--- config.mk ---
export PLATFORM = sky130hd
export DESIGN_NAME = psl_strap_latch
export DESIGN_NICKNAME = d
export VERILOG_FILES = /design/src/hw/psl_pkg.sv /design/src/hw/psl_sync.sv /design/src/hw/psl_strap_latch.sv
export SDC_FILE = /design/constraint.sdc
export NUM_CORES = 1
export LEC_CHECK = 0
export BUFFER_PORTS_ARGS = -buffer_cell sky130_fd_sc_hd__buf_2
export CAP_MARGIN = 40
export CORE_MARGIN = 8
export CORE_UTILIZATION = 51
export DETAILED_ROUTE_END_ITERATION = 6
export MAX_ROUTING_LAYER = met4
export PLACE_DENSITY_LB_ADDON = 0.15
export SYNTH_ARGS = -nofsm -noshare
export SYNTH_HDL_FRONTEND = slang
export SYNTH_SLANG_ARGS = --single-unit
--- constraint.sdc ---
create_clock -name core_clk -period 1.4 [get_ports core_clk]
set_input_delay 0.14 -clock core_clk [delete_from_list [all_inputs] [get_ports core_clk]]
set_output_delay 0.14 -clock core_clk [all_outputs]
set_load 0.005 [all_outputs]
--- src/hw/psl_pkg.sv ---
// Package of constants for the strap latch block
package psl_pkg;
   localparam int ADDR_W = 5;
   localparam logic [4:0] ADDR_UNSTRAPPED = 5'h01;
   localparam logic [4:0] ISOLATE_ADDR = 5'h00;
   // Register map offsets
   localparam logic [3:0] REG_PHY_CONTROL_REG = 4'h0;
   localparam logic [3:0] REG_BMCR = 4'h1;
   localparam logic [3:0] REG_ANAR = 4'h2;
   localparam logic [3:0] REG_STRAP = 4'h3;
   // Basic mode control fields
   localparam int BMCR_ANEN_BIT = 12;
   localparam int BMCR_SPEED_BIT = 13;
   localparam int BMCR_DUPLEX_BIT = 8;
   localparam int BMCR_ISOLATE_BIT = 10;
   localparam logic [15:0] BMCR_RESET = 16'h0000;
   // Advertisement fields
   localparam int ANAR_10HD_BIT = 5;
   localparam int ANAR_10FD_BIT = 6;
   localparam int ANAR_100HD_BIT = 7;
   localparam int ANAR_100FD_BIT = 8;
   localparam logic [15:0] ANAR_SELECTOR = 16'h0001;
   localparam logic [15:0] PHY_CONTROL_REG_RESET = 16'h0000;
   // Strap capture delay after reset release, in cycles
   localparam logic [1:0] CAPTURE_CYCLES = 2'h3;
endpackage

--- src/hw/psl_sync.sv ---
// Two-stage synchroniser for strap pins
`timescale 1ns/10ps
`default_nettype none
module psl_sync #(
   parameter int WIDTH = 8
) (
   input wire logic core_clk,
   input wire logic nrst,
   input wire logic ce,
   input wire logic [WIDTH-1:0] din,
   output logic [WIDTH-1:0] dout
);
   logic [WIDTH-1:0] meta;
   always_ff @(posedge core_clk or negedge nrst) begin
      if (!nrst) begin
         meta <= '0;
         dout <= '0;
      end else if (ce) begin
         meta <= din;
         dout <= meta;
      end
   end
endmodule
`default_nettype wire

--- src/hw/psl_strap_latch.sv ---
// Strap latch: captures straps after reset into initial PHY configuration
//
// Added by the designer: the address map and the address-and-strobe port.
`timescale 1ns/10ps
`default_nettype none
module psl_strap_latch (
   input wire logic core_clk,
   input wire logic nrst,
   input wire logic ce,
   input wire logic [4:0] strap_mgmt_address,
   input wire logic autoneg_enable_strap,
   input wire logic mode_select_strap_hi,
   input wire logic mode_select_strap_lo,
   input wire logic [3:0] reg_addr,
   input wire logic [15:0] reg_wdata,
   input wire logic reg_wr,
   input wire logic reg_rd,
   output logic [15:0] reg_rdata,
   output logic [4:0] mgmt_address,
   output logic isolate,
   output logic autoneg_enable,
   output logic speed_100,
   output logic full_duplex,
   output logic [15:0] advert,
   output logic config_valid
);
   logic [7:0] pins_sync;
   logic [1:0] cap_cnt;
   logic captured;
   logic [15:0] phy_control_reg;
   logic [15:0] bmcr;
   logic [15:0] anar;
   logic [2:0] an_strap;
   wire logic [4:0] addr_pin = pins_sync[4:0];
   wire logic autoneg_enable_strap_pin = pins_sync[7];
   wire logic [1:0] mode_pin = pins_sync[6:5];
   wire logic capture_now = ce && !captured &&
      (cap_cnt == psl_pkg::CAPTURE_CYCLES);
   wire logic wr_phy_control_reg = reg_wr && (reg_addr == psl_pkg::REG_PHY_CONTROL_REG);
   wire logic wr_bmcr = reg_wr && (reg_addr == psl_pkg::REG_BMCR);
   wire logic wr_anar = reg_wr && (reg_addr == psl_pkg::REG_ANAR);
   // Forced mode decode: hi bit selects 100, lo bit full duplex
   wire logic f_speed = mode_pin[1];
   wire logic f_duplex = mode_pin[0];
   logic [15:0] next_anar;
   logic [15:0] next_bmcr;
   logic [15:0] rd_mux;

   psl_sync #(.WIDTH(8)) u_sync (
      .core_clk(core_clk),
      .nrst(nrst),
      .ce(ce),
      .din({autoneg_enable_strap, mode_select_strap_hi,
            mode_select_strap_lo, strap_mgmt_address}),
      .dout(pins_sync)
   );

   // Advertised capability from the mode-select pair
   always_comb begin
      next_anar = psl_pkg::ANAR_SELECTOR;
      case (mode_pin)
         2'h0: begin
            next_anar[psl_pkg::ANAR_10HD_BIT] = 1'b1;
            next_anar[psl_pkg::ANAR_10FD_BIT] = 1'b1;
         end
         2'h1: begin
            next_anar[psl_pkg::ANAR_100HD_BIT] = 1'b1;
            next_anar[psl_pkg::ANAR_100FD_BIT] = 1'b1;
         end
         2'h2: begin
            next_anar[psl_pkg::ANAR_10HD_BIT] = 1'b1;
            next_anar[psl_pkg::ANAR_100HD_BIT] = 1'b1;
         end
         default: begin
            next_anar[psl_pkg::ANAR_10HD_BIT] = 1'b1;
            next_anar[psl_pkg::ANAR_10FD_BIT] = 1'b1;
            next_anar[psl_pkg::ANAR_100HD_BIT] = 1'b1;
            next_anar[psl_pkg::ANAR_100FD_BIT] = 1'b1;
         end
      endcase
   end

   always_comb begin
      next_bmcr = psl_pkg::BMCR_RESET;
      next_bmcr[psl_pkg::BMCR_ANEN_BIT] = autoneg_enable_strap_pin;
      // Forced speed and duplex only when negotiation is off
      next_bmcr[psl_pkg::BMCR_SPEED_BIT] = !autoneg_enable_strap_pin && f_speed;
      next_bmcr[psl_pkg::BMCR_DUPLEX_BIT] = !autoneg_enable_strap_pin && f_duplex;
      next_bmcr[psl_pkg::BMCR_ISOLATE_BIT] =
         (addr_pin == psl_pkg::ISOLATE_ADDR);
   end

   always_comb begin
      case (reg_addr)
         psl_pkg::REG_PHY_CONTROL_REG: rd_mux = phy_control_reg;
         psl_pkg::REG_BMCR: rd_mux = bmcr;
         psl_pkg::REG_ANAR: rd_mux = anar;
         psl_pkg::REG_STRAP: rd_mux = {12'h000, captured, an_strap};
         default: rd_mux = 16'h0000;
      endcase
   end

   // Capture delay lets the synchroniser settle after release
   always_ff @(posedge core_clk or negedge nrst) begin
      if (!nrst) begin
         cap_cnt <= 2'h0;
         captured <= 1'b0;
      end else if (ce && !captured) begin
         if (capture_now) begin
            captured <= 1'b1;
         end else begin
            cap_cnt <= cap_cnt + 2'h1;
         end
      end
   end

   always_ff @(posedge core_clk or negedge nrst) begin
      if (!nrst) begin
         phy_control_reg <= psl_pkg::PHY_CONTROL_REG_RESET;
      end else if (capture_now) begin
         phy_control_reg <= {11'h000, addr_pin};
      end else if (ce && captured && wr_phy_control_reg) begin
         phy_control_reg <= reg_wdata;
      end
   end

   always_ff @(posedge core_clk or negedge nrst) begin
      if (!nrst) begin
         bmcr <= psl_pkg::BMCR_RESET;
         anar <= psl_pkg::ANAR_SELECTOR;
         an_strap <= 3'h0;
      end else if (capture_now) begin
         bmcr <= next_bmcr;
         anar <= next_anar;
         an_strap <= {autoneg_enable_strap_pin, mode_pin};
      end else if (ce && captured) begin
         if (wr_bmcr) begin
            bmcr <= reg_wdata;
         end
         if (wr_anar) begin
            anar <= reg_wdata;
         end
      end
   end

   always_ff @(posedge core_clk or negedge nrst) begin
      if (!nrst) begin
         reg_rdata <= 16'h0000;
      end else if (ce) begin
         reg_rdata <= reg_rd ? rd_mux : 16'h0000;
      end
   end

   // Isolate follows bmcr only; address writes never set it
   always_ff @(posedge core_clk or negedge nrst) begin
      if (!nrst) begin
         mgmt_address <= 5'h00;
         isolate <= 1'b0;
         autoneg_enable <= 1'b0;
         speed_100 <= 1'b0;
         full_duplex <= 1'b0;
         advert <= 16'h0000;
         config_valid <= 1'b0;
      end else if (ce) begin
         mgmt_address <= phy_control_reg[4:0];
         isolate <= bmcr[psl_pkg::BMCR_ISOLATE_BIT];
         autoneg_enable <= bmcr[psl_pkg::BMCR_ANEN_BIT];
         speed_100 <= bmcr[psl_pkg::BMCR_SPEED_BIT];
         full_duplex <= bmcr[psl_pkg::BMCR_DUPLEX_BIT];
         advert <= anar;
         config_valid <= captured;
      end
   end
endmodule
`default_nettype wire

==> results of run 1 <==
## routing by layer
metal,vias up,part of all wire,global-route usage
li1,1813,-,-
met1,1925,0.48,0.2914
met2,115,0.44,0.2833
met3,17,0.055,0.03544
met4,0,0.016,0.07519
met5,-,0,-
## worst max-delay path: stages (launching register included)
cell and delay, ns:
dfrtp_2 0.50, buf_4 0.16, nor3b_2 0.22, mux2_2 0.35
## area by class of cell
cell class,instances,area [um^2],share of cell area
clock buffer,11,141.4,0.02305
clock inverter,5,78.83,0.01285
inverter,18,67.56,0.01101
multi-input combinational,280,2007,0.3271
sequential,112,2805,0.4573
tap,133,166.4,0.02713
timing repair buffer,117,868.3,0.1415
## power groups by stage
| stage | registers [W] | logic (W) | clock network, W |
|---|---|---|---|
| 5_1_grt | 0.00513 | 0.00293 | 0.00231 |
| 6_report | 0.00500 | 0.00264 | 0.00214 |
| 3_5_place_dp | 0.00506 | 0.00257 | 0 |
| 3_3_place_gp | 0.00501 | 0.00249 | 0 |
| 2_1_floorplan | 0.00482 | 0.00160 | 0 |
| 4_1_cts | 0.00500 | 0.00261 | 0.00219 |
## cells by family (layout without fill, tap and decap cells)
| logic type | after synthesis | count (layout) | share of synthesized area |
|---|---|---|---|
| flip-flops | 112 | 112 | 0.5529 |
| XOR/XNOR | 1 | 1 | 0.001727 |
| AND/OR/NAND/NOR | 86 | 86 | 0.09450 |
| multiplexers | 61 | 61 | 0.1305 |
| AO/OA/AOI/OAI | 128 | 128 | 0.1552 |
| buffers and inverters | 59 | 151 | 0.05526 |
| adder cells (fa/ha/maj) | 4 | 4 | 0.009870 |
## per-stage QoR
stage | total power (W) | hold slack [ns] | cells | area (um^2) | utilization
after floorplan | 0.006421 | -0.1556 | 451 | 5071 | -
after global placement | 0.007495 | 0.1156 | 649 | 5794 | 0.5956
after detailed placement | 0.007628 | 0.1203 | 649 | 5794 | 0.5956
after CTS | 0.009799 | 0.01061 | 674 | 6111 | 0.6281
after global routing | 0.01037 | 0.01089 | 676 | 6135 | 0.6305
final | 0.009783 | 0.01941 | 676 | 6135 | 0.6305
## worst max path at each step
stage / endpoint / from / cells past startpoint
3_3_place_gp: phy_control_reg[12] / captured / 4
6_report: cap_cnt[1] / captured / 3
3_5_place_dp: cap_cnt[1] / cap_cnt[0] / 3
5_1_grt: phy_control_reg[12] / captured / 4
2_1_floorplan: cap_cnt[1] / cap_cnt[0] / 3
4_1_cts: bmcr[3] / cap_cnt[0] / 4
## placed cells by master, fill, tap and decap left out, types with 12 or more instances in the layout
cell / n
mux2i_1: 20
inv_1: 18
buf_12: 12
a21oi_1: 32
dfrtp_1: 110
o22ai_1: 16
a2bb2oi_1: 12
buf_4: 23
nand3_1: 51
mux2_2: 41
buf_2: 73
o21ai_0: 44
## repair_timing
action | in CTS | in global routing
setup buffers | 0 | 2
hold buffers | 9 | 0
endpoints found under the setup margin | 21 | 9
endpoints found under the hold margin | 34 | 0
pin swaps | 0 | 2
resized for setup | 2 | 3
==> impl_results.md, run 1 <==
- Crit-path max FO: 13
- Tcrit/Tclk final: 0.9637
- Gate count after technology mapping: 451
- Comb pwr share: 0.270
- Clk sinks: 112
- Clock Pin Slew Worst Setup and Hold Paths: 0.10 ns
- Crit Path Class: flop to flop
- Seq pwr share: 0.511
- R2R cell count: 3
- Max transition margin: 0.4571
- Share of the synthesized area in the top cell type: 0.5477
- Initial DRC count: 315
- Clk network pwr share: 0.219
- Peak VDD IR: 773.1 uV
- R2R Setup Slk: 0.05 ns
- Startpoint types: flop
- CTS tree: yes
- Slew Viols, Final: 0
- Post-synth ARST share: 1.000
- Pwr/cell area: 1595 nW/um^2
- DIE HEIGHT: 115.7 um
- Worst R2R End: cap_cnt[1]
- Gr ovfl total: 0
- Vias in the first global route: 3,821
- Net Sw Power: 0.003014 W
- Routed wire length: 12,560 um
- # fillers: 820
- Cell Area, Synth: 5071 um^2
- CTS H-tree depth: 3
- # Max-Cap Violations: 0
- Final-report setup violation count: 0
- Hold Crit Endpoint: anar[14]
- Fin Setup TNS: 0 ns
- Rows: 36
- Share of layout cells above drive strength 1: 0.3297
- EDFF count, synth: 0
- P_int: 0.006769 W
- Sequential element share of the synthesized area: 0.5529
- RSZ-0062 raised after global routing: yes
- Leading register cell type out of synthesis: dfrtp_1
- Setup crit end kind: flop
- Worst slew pin tran: 0.8127 ns
- Pre-CTS WS: -0.04103 ns
- Outcome: finished, final reports clean
- Worst min-delay path category: primary input to flop
- Synth area leader: dfrtp_1
- Mapped Nets: 488
- Leak pwr: 2.792 nW
- Routed vias/inst: 5.725
- Min Tclk post-route: 1.349 ns
- Avg Cell Area, Syn: 11.24 um^2
- I/O pin count: 75
- GRT Util Overall: 0.2039
- Clock Tree Root: clkbuf_8
- Worst path arrival time: 1.62 ns
- Port Buffers: 74
- Fmax: 0.7412 GHz
- Routed len/inst: 18.58 um
- Initial antenna violation count: 0
- Layout area overhead: 20.97%
- Clk_lat worst skew: 0.38 ns
- First-pass GRT wire length: 20,690 um
- Top cells by count, synth: dfrtp_1, nand3_1, o21ai_0, mux2_2, a21oi_1
- Netlist cell types: 42
- Worst EP required: 1.67 ns
- Largest net degree at the start of global routing: 49
- Total number of vias: 3,870
- Core box area: 9729 um^2
- DIE AREA: 13,390 um^2
- Hpwl dp: 8859 um
- CTS Buffer Depth: 2
- Drt pass-1 iters: 4
- Worst hold start: reg_wdata[14]
- Synth warn: 0
- Count leader, synth: dfrtp_1
- Synth area leaders: dfrtp_1, mux2_2, nand3_1
- Initial Utilization: 0.5212
- Yosys reg bits: 112
- Reg-to-reg startpoint: captured
- Gpl congestion: 0.8574
- N_diodes: 0
- Die width: 115.7 um
- Final hold violation count: 0
- Worst hold stages: 3
- DRC Markers: 0
- CTS buffer count: 9
- Clock skew: 0.01085 ns
- Final nets: 575
- Switching Share: 0.3081
- Final Worst Setup Slack: 0.05084 ns
- ANT nets after route: 0
No activity file was read; power rests on OpenSTA's default activity.
==> inputs of run 2 (changes only) <==
--- a/config.mk
+++ b/config.mk
@@ -5,13 +5,16 @@
 export SDC_FILE = /design/constraint.sdc
 export NUM_CORES = 1
 export LEC_CHECK = 0
+export ABC_CLOCK_PERIOD_IN_PS = 1400
 export BUFFER_PORTS_ARGS = -buffer_cell sky130_fd_sc_hd__buf_2
 export CAP_MARGIN = 40
 export CORE_MARGIN = 8
-export CORE_UTILIZATION = 51
+export CORE_UTILIZATION = 53
+export CTS_BUF_LIST = sky130_fd_sc_hd__clkbuf_2 sky130_fd_sc_hd__clkbuf_4 sky130_fd_sc_hd__clkbuf_8
 export DETAILED_ROUTE_END_ITERATION = 6
 export MAX_ROUTING_LAYER = met4
 export PLACE_DENSITY_LB_ADDON = 0.15
 export SYNTH_ARGS = -nofsm -noshare
 export SYNTH_HDL_FRONTEND = slang
+export SYNTH_HIERARCHICAL = 1
 export SYNTH_SLANG_ARGS = --single-unit
==> impl_results.md, run 2 <==
- CTS tree: yes
- CTS Buffer Depth: 2
- Max transition margin: 0.7174
- Fmax: 0.6954 GHz
- CTS H-tree depth: 3
- Worst EP required: 1.66 ns
- Most common cell after layout, fill and taps aside: dfrtp_1
- Port Buffers: 74
- Post-Place Cell Area: 5720 um^2
- Slew Viols, Final: 0
- Synth area leader: dfrtp_1
- Worst path cell trace: ha_4 > buf_4 > nor3b_2 > mux2_2
- Layout area overhead: 19.08%
- Yosys reg bits: 112
- Rows: 36
- Largest net degree at the start of global routing: 34
- Min Tclk post-route: 1.438 ns
- Sequential element share of the synthesized area: 0.5495
- Gpl congestion: 0.8712
- Initial DRC count: 308
- Share of the synthesized area in the top cell type: 0.5444
- Synth warn: 6
- First-pass GRT wire length: 20,190 um
- RSZ-0062 raised after global routing: yes
- Hpwl dp: 8885 um
- I/O pin count: 75
- GRT Util Overall: 0.2050
- Setup crit end kind: flop
- Synth area leaders: dfrtp_1, mux2_2, nand3_1
- Worst slew pin tran: 0.4239 ns
- Startpoint types: flop
- Clock Pin Slew Worst Setup and Hold Paths: 0.09 ns
- Worst path arrival time: 1.70 ns
- Netlist cell types: 46
- Final Worst Setup Slack: -0.03811 ns
- Avg Cell Area, Syn: 11.41 um^2
- Final-report setup violation count: 4
- Vias in the first global route: 3,836
- Worst min-delay path category: primary input to flop
- Final nets: 570
- Clk sinks: 112
- Clk_lat worst skew: 0.37 ns
- Share of layout cells above drive strength 1: 0.3284
- Most frequent cells in the layout: dfrtp_1, buf_2, nand3_1, o21ai_0, a21oi_1
- Crit-path max cell delay: 0.43 ns
- Die width: 114.1 um
- Initial antenna violation count: 0
- Drt pass-1 iters: 5
- Crit-path max FO: 3
- DRC Markers: 0
- EDFF count, synth: 0
- Initial Utilization: 0.5343
- Routed wire length: 12,780 um
- Routed len/inst: 19.10 um
- Clock Tree Root: clkbuf_8
- Crit path buf inv count: 1
- Fin area: 6076 um^2
- CTS buffer count: 9
- Crit Path Class: flop to flop
- Clock skew: 0.01363 ns
- Final hold violation count: 0
- Pwr/cell area: 1583 nW/um^2
- Count leader, synth: dfrtp_1
- Total number of vias: 3,859
- Gate count after technology mapping: 447
- Leading register cell type out of synthesis: dfrtp_1
- Routed vias/inst: 5.768
- DIE HEIGHT: 114.1 um
- Post-synth ARST share: 1.000
- DIE AREA: 13,020 um^2
- Top cells by count, synth: dfrtp_1, nand3_1, o21ai_0, a21oi_1, mux2_2
- Mapped Nets: 484
- Tcrit/Tclk final: 1.027
- # Max-Cap Violations: 0
- ANT nets after route: 0
- Worst hold margin: 0.01739 ns
- Failing checks: setup timing
- Core box area: 9549 um^2
- Cell Area, Synth: 5102 um^2
- Outcome: finished, violations left
- CP top delay family: flip-flops
- Gr ovfl total: 0
- CP max-delay cell: dfrtp_1
- N_diodes: 0
- Peak VDD IR: 802.1 uV
- Leak pwr: 2.824 nW
## run 2: cell types whose count changed after synthesis, moves of 5 or more
cell | before | now
o21ai_0 | 44 | 38
mux2_2 | 41 | 33
o211ai_2 | 6 | 0
o211ai_1 | 4 | 12
mux2_4 | 0 | 10
a31oi_1 | 6 | 1
## run 2: stage by stage
| stage | std cells | worst slack (ns) | utilization | total power [W] | setup TNS, ns |
|---|---|---|---|---|---|
| 2_1_floorplan | 447 | 0.008514 | - | 0.006412 | 0 |
| 3_3_place_gp | 642 | 0.002305 | 0.5991 | 0.007425 | 0 |
| 3_5_place_dp | 642 | -0.06683 | 0.5991 | 0.007562 | -0.1516 |
| 4_1_cts | 663 | 0.003860 | 0.6289 | 0.009570 | 0 |
| 5_1_grt | 669 | -0.1179 | 0.6363 | 0.01018 | -0.8650 |
| 6_report | 669 | -0.03811 | 0.6363 | 0.009620 | -0.1122 |
## run 2: repair_timing
action / in CTS / in global routing
gates resized for setup: 4 / 4
hold buffers: 7 / 1
gates cloned: 0 / 1
pin swaps: 2 / 3
endpoints found under the setup margin: 4 / 40
endpoints found under the hold margin: 31 / 1
buffers inserted: 0 / 4
## run 2: logic make-up (layout without fill, tap and decap cells)
kind of cell | Yosys count | in the layout | synth area share
simple gates | 85 | 85 | 0.09147
xor+xnor | 1 | 1 | 0.001717
mux | 63 | 63 | 0.1415
compound gates | 121 | 121 | 0.1454
buf+inv | 61 | 150 | 0.06057
flops | 112 | 112 | 0.5495
fa+ha+maj | 4 | 4 | 0.009809
## run 2: routing by layer
metal	GRT usage	vias to the layer above	routed length [um]
li1	-	1787	-
met1	0.2746	1898	5565
met2	0.3068	155	6082
met3	0.03956	19	953
met4	0.07010	0	174
met5	-	-	0
## run 2: worst register-to-register path: stages, from the launching register on
cell and delay (ns):
dfrtp_1 0.43, ha_4 0.18, buf_4 0.13, nor3b_2 0.24
mux2_2 0.36
## run 2: cell type report
type	instances	area, um^2
Inverter	18	67.56
Fill cell	810	3473
Clock inverter	2	38.79
Timing Repair Buffer	118	815.8
Clock buffer	12	165.2
Sequential cell	112	2805
Multi-Input combinational cell	274	2017
Tap cell	133	166.4
## run 2: where the power goes
part	internal, W	switching, W	leakage (nW)
combinational	0.00144	0.00118	1.27
clock	0.000959	0.00103	0.105
sequential	0.00427	0.000737	1.45
## run 2: path summary, 6_finish.rpt
kind | startpoint | to | slack, ns | depth (start not counted)
worst max register to register | cap_cnt[0] | cap_cnt[1] | -0.04 | 4
max in group asynchronous | nrst | phy_control_reg[14] | 0.58 | 3
worst max-delay path | cap_cnt[0] | cap_cnt[1] | -0.04 | 4
min in group asynchronous | nrst | reg_rdata[2] | 0.24 | 2
worst min register to register | an_strap[2] | an_strap[2] | 0.50 | 2
worst min-delay path | strap_mgmt_address[1] | u_sync/meta[1] | 0.02 | 2
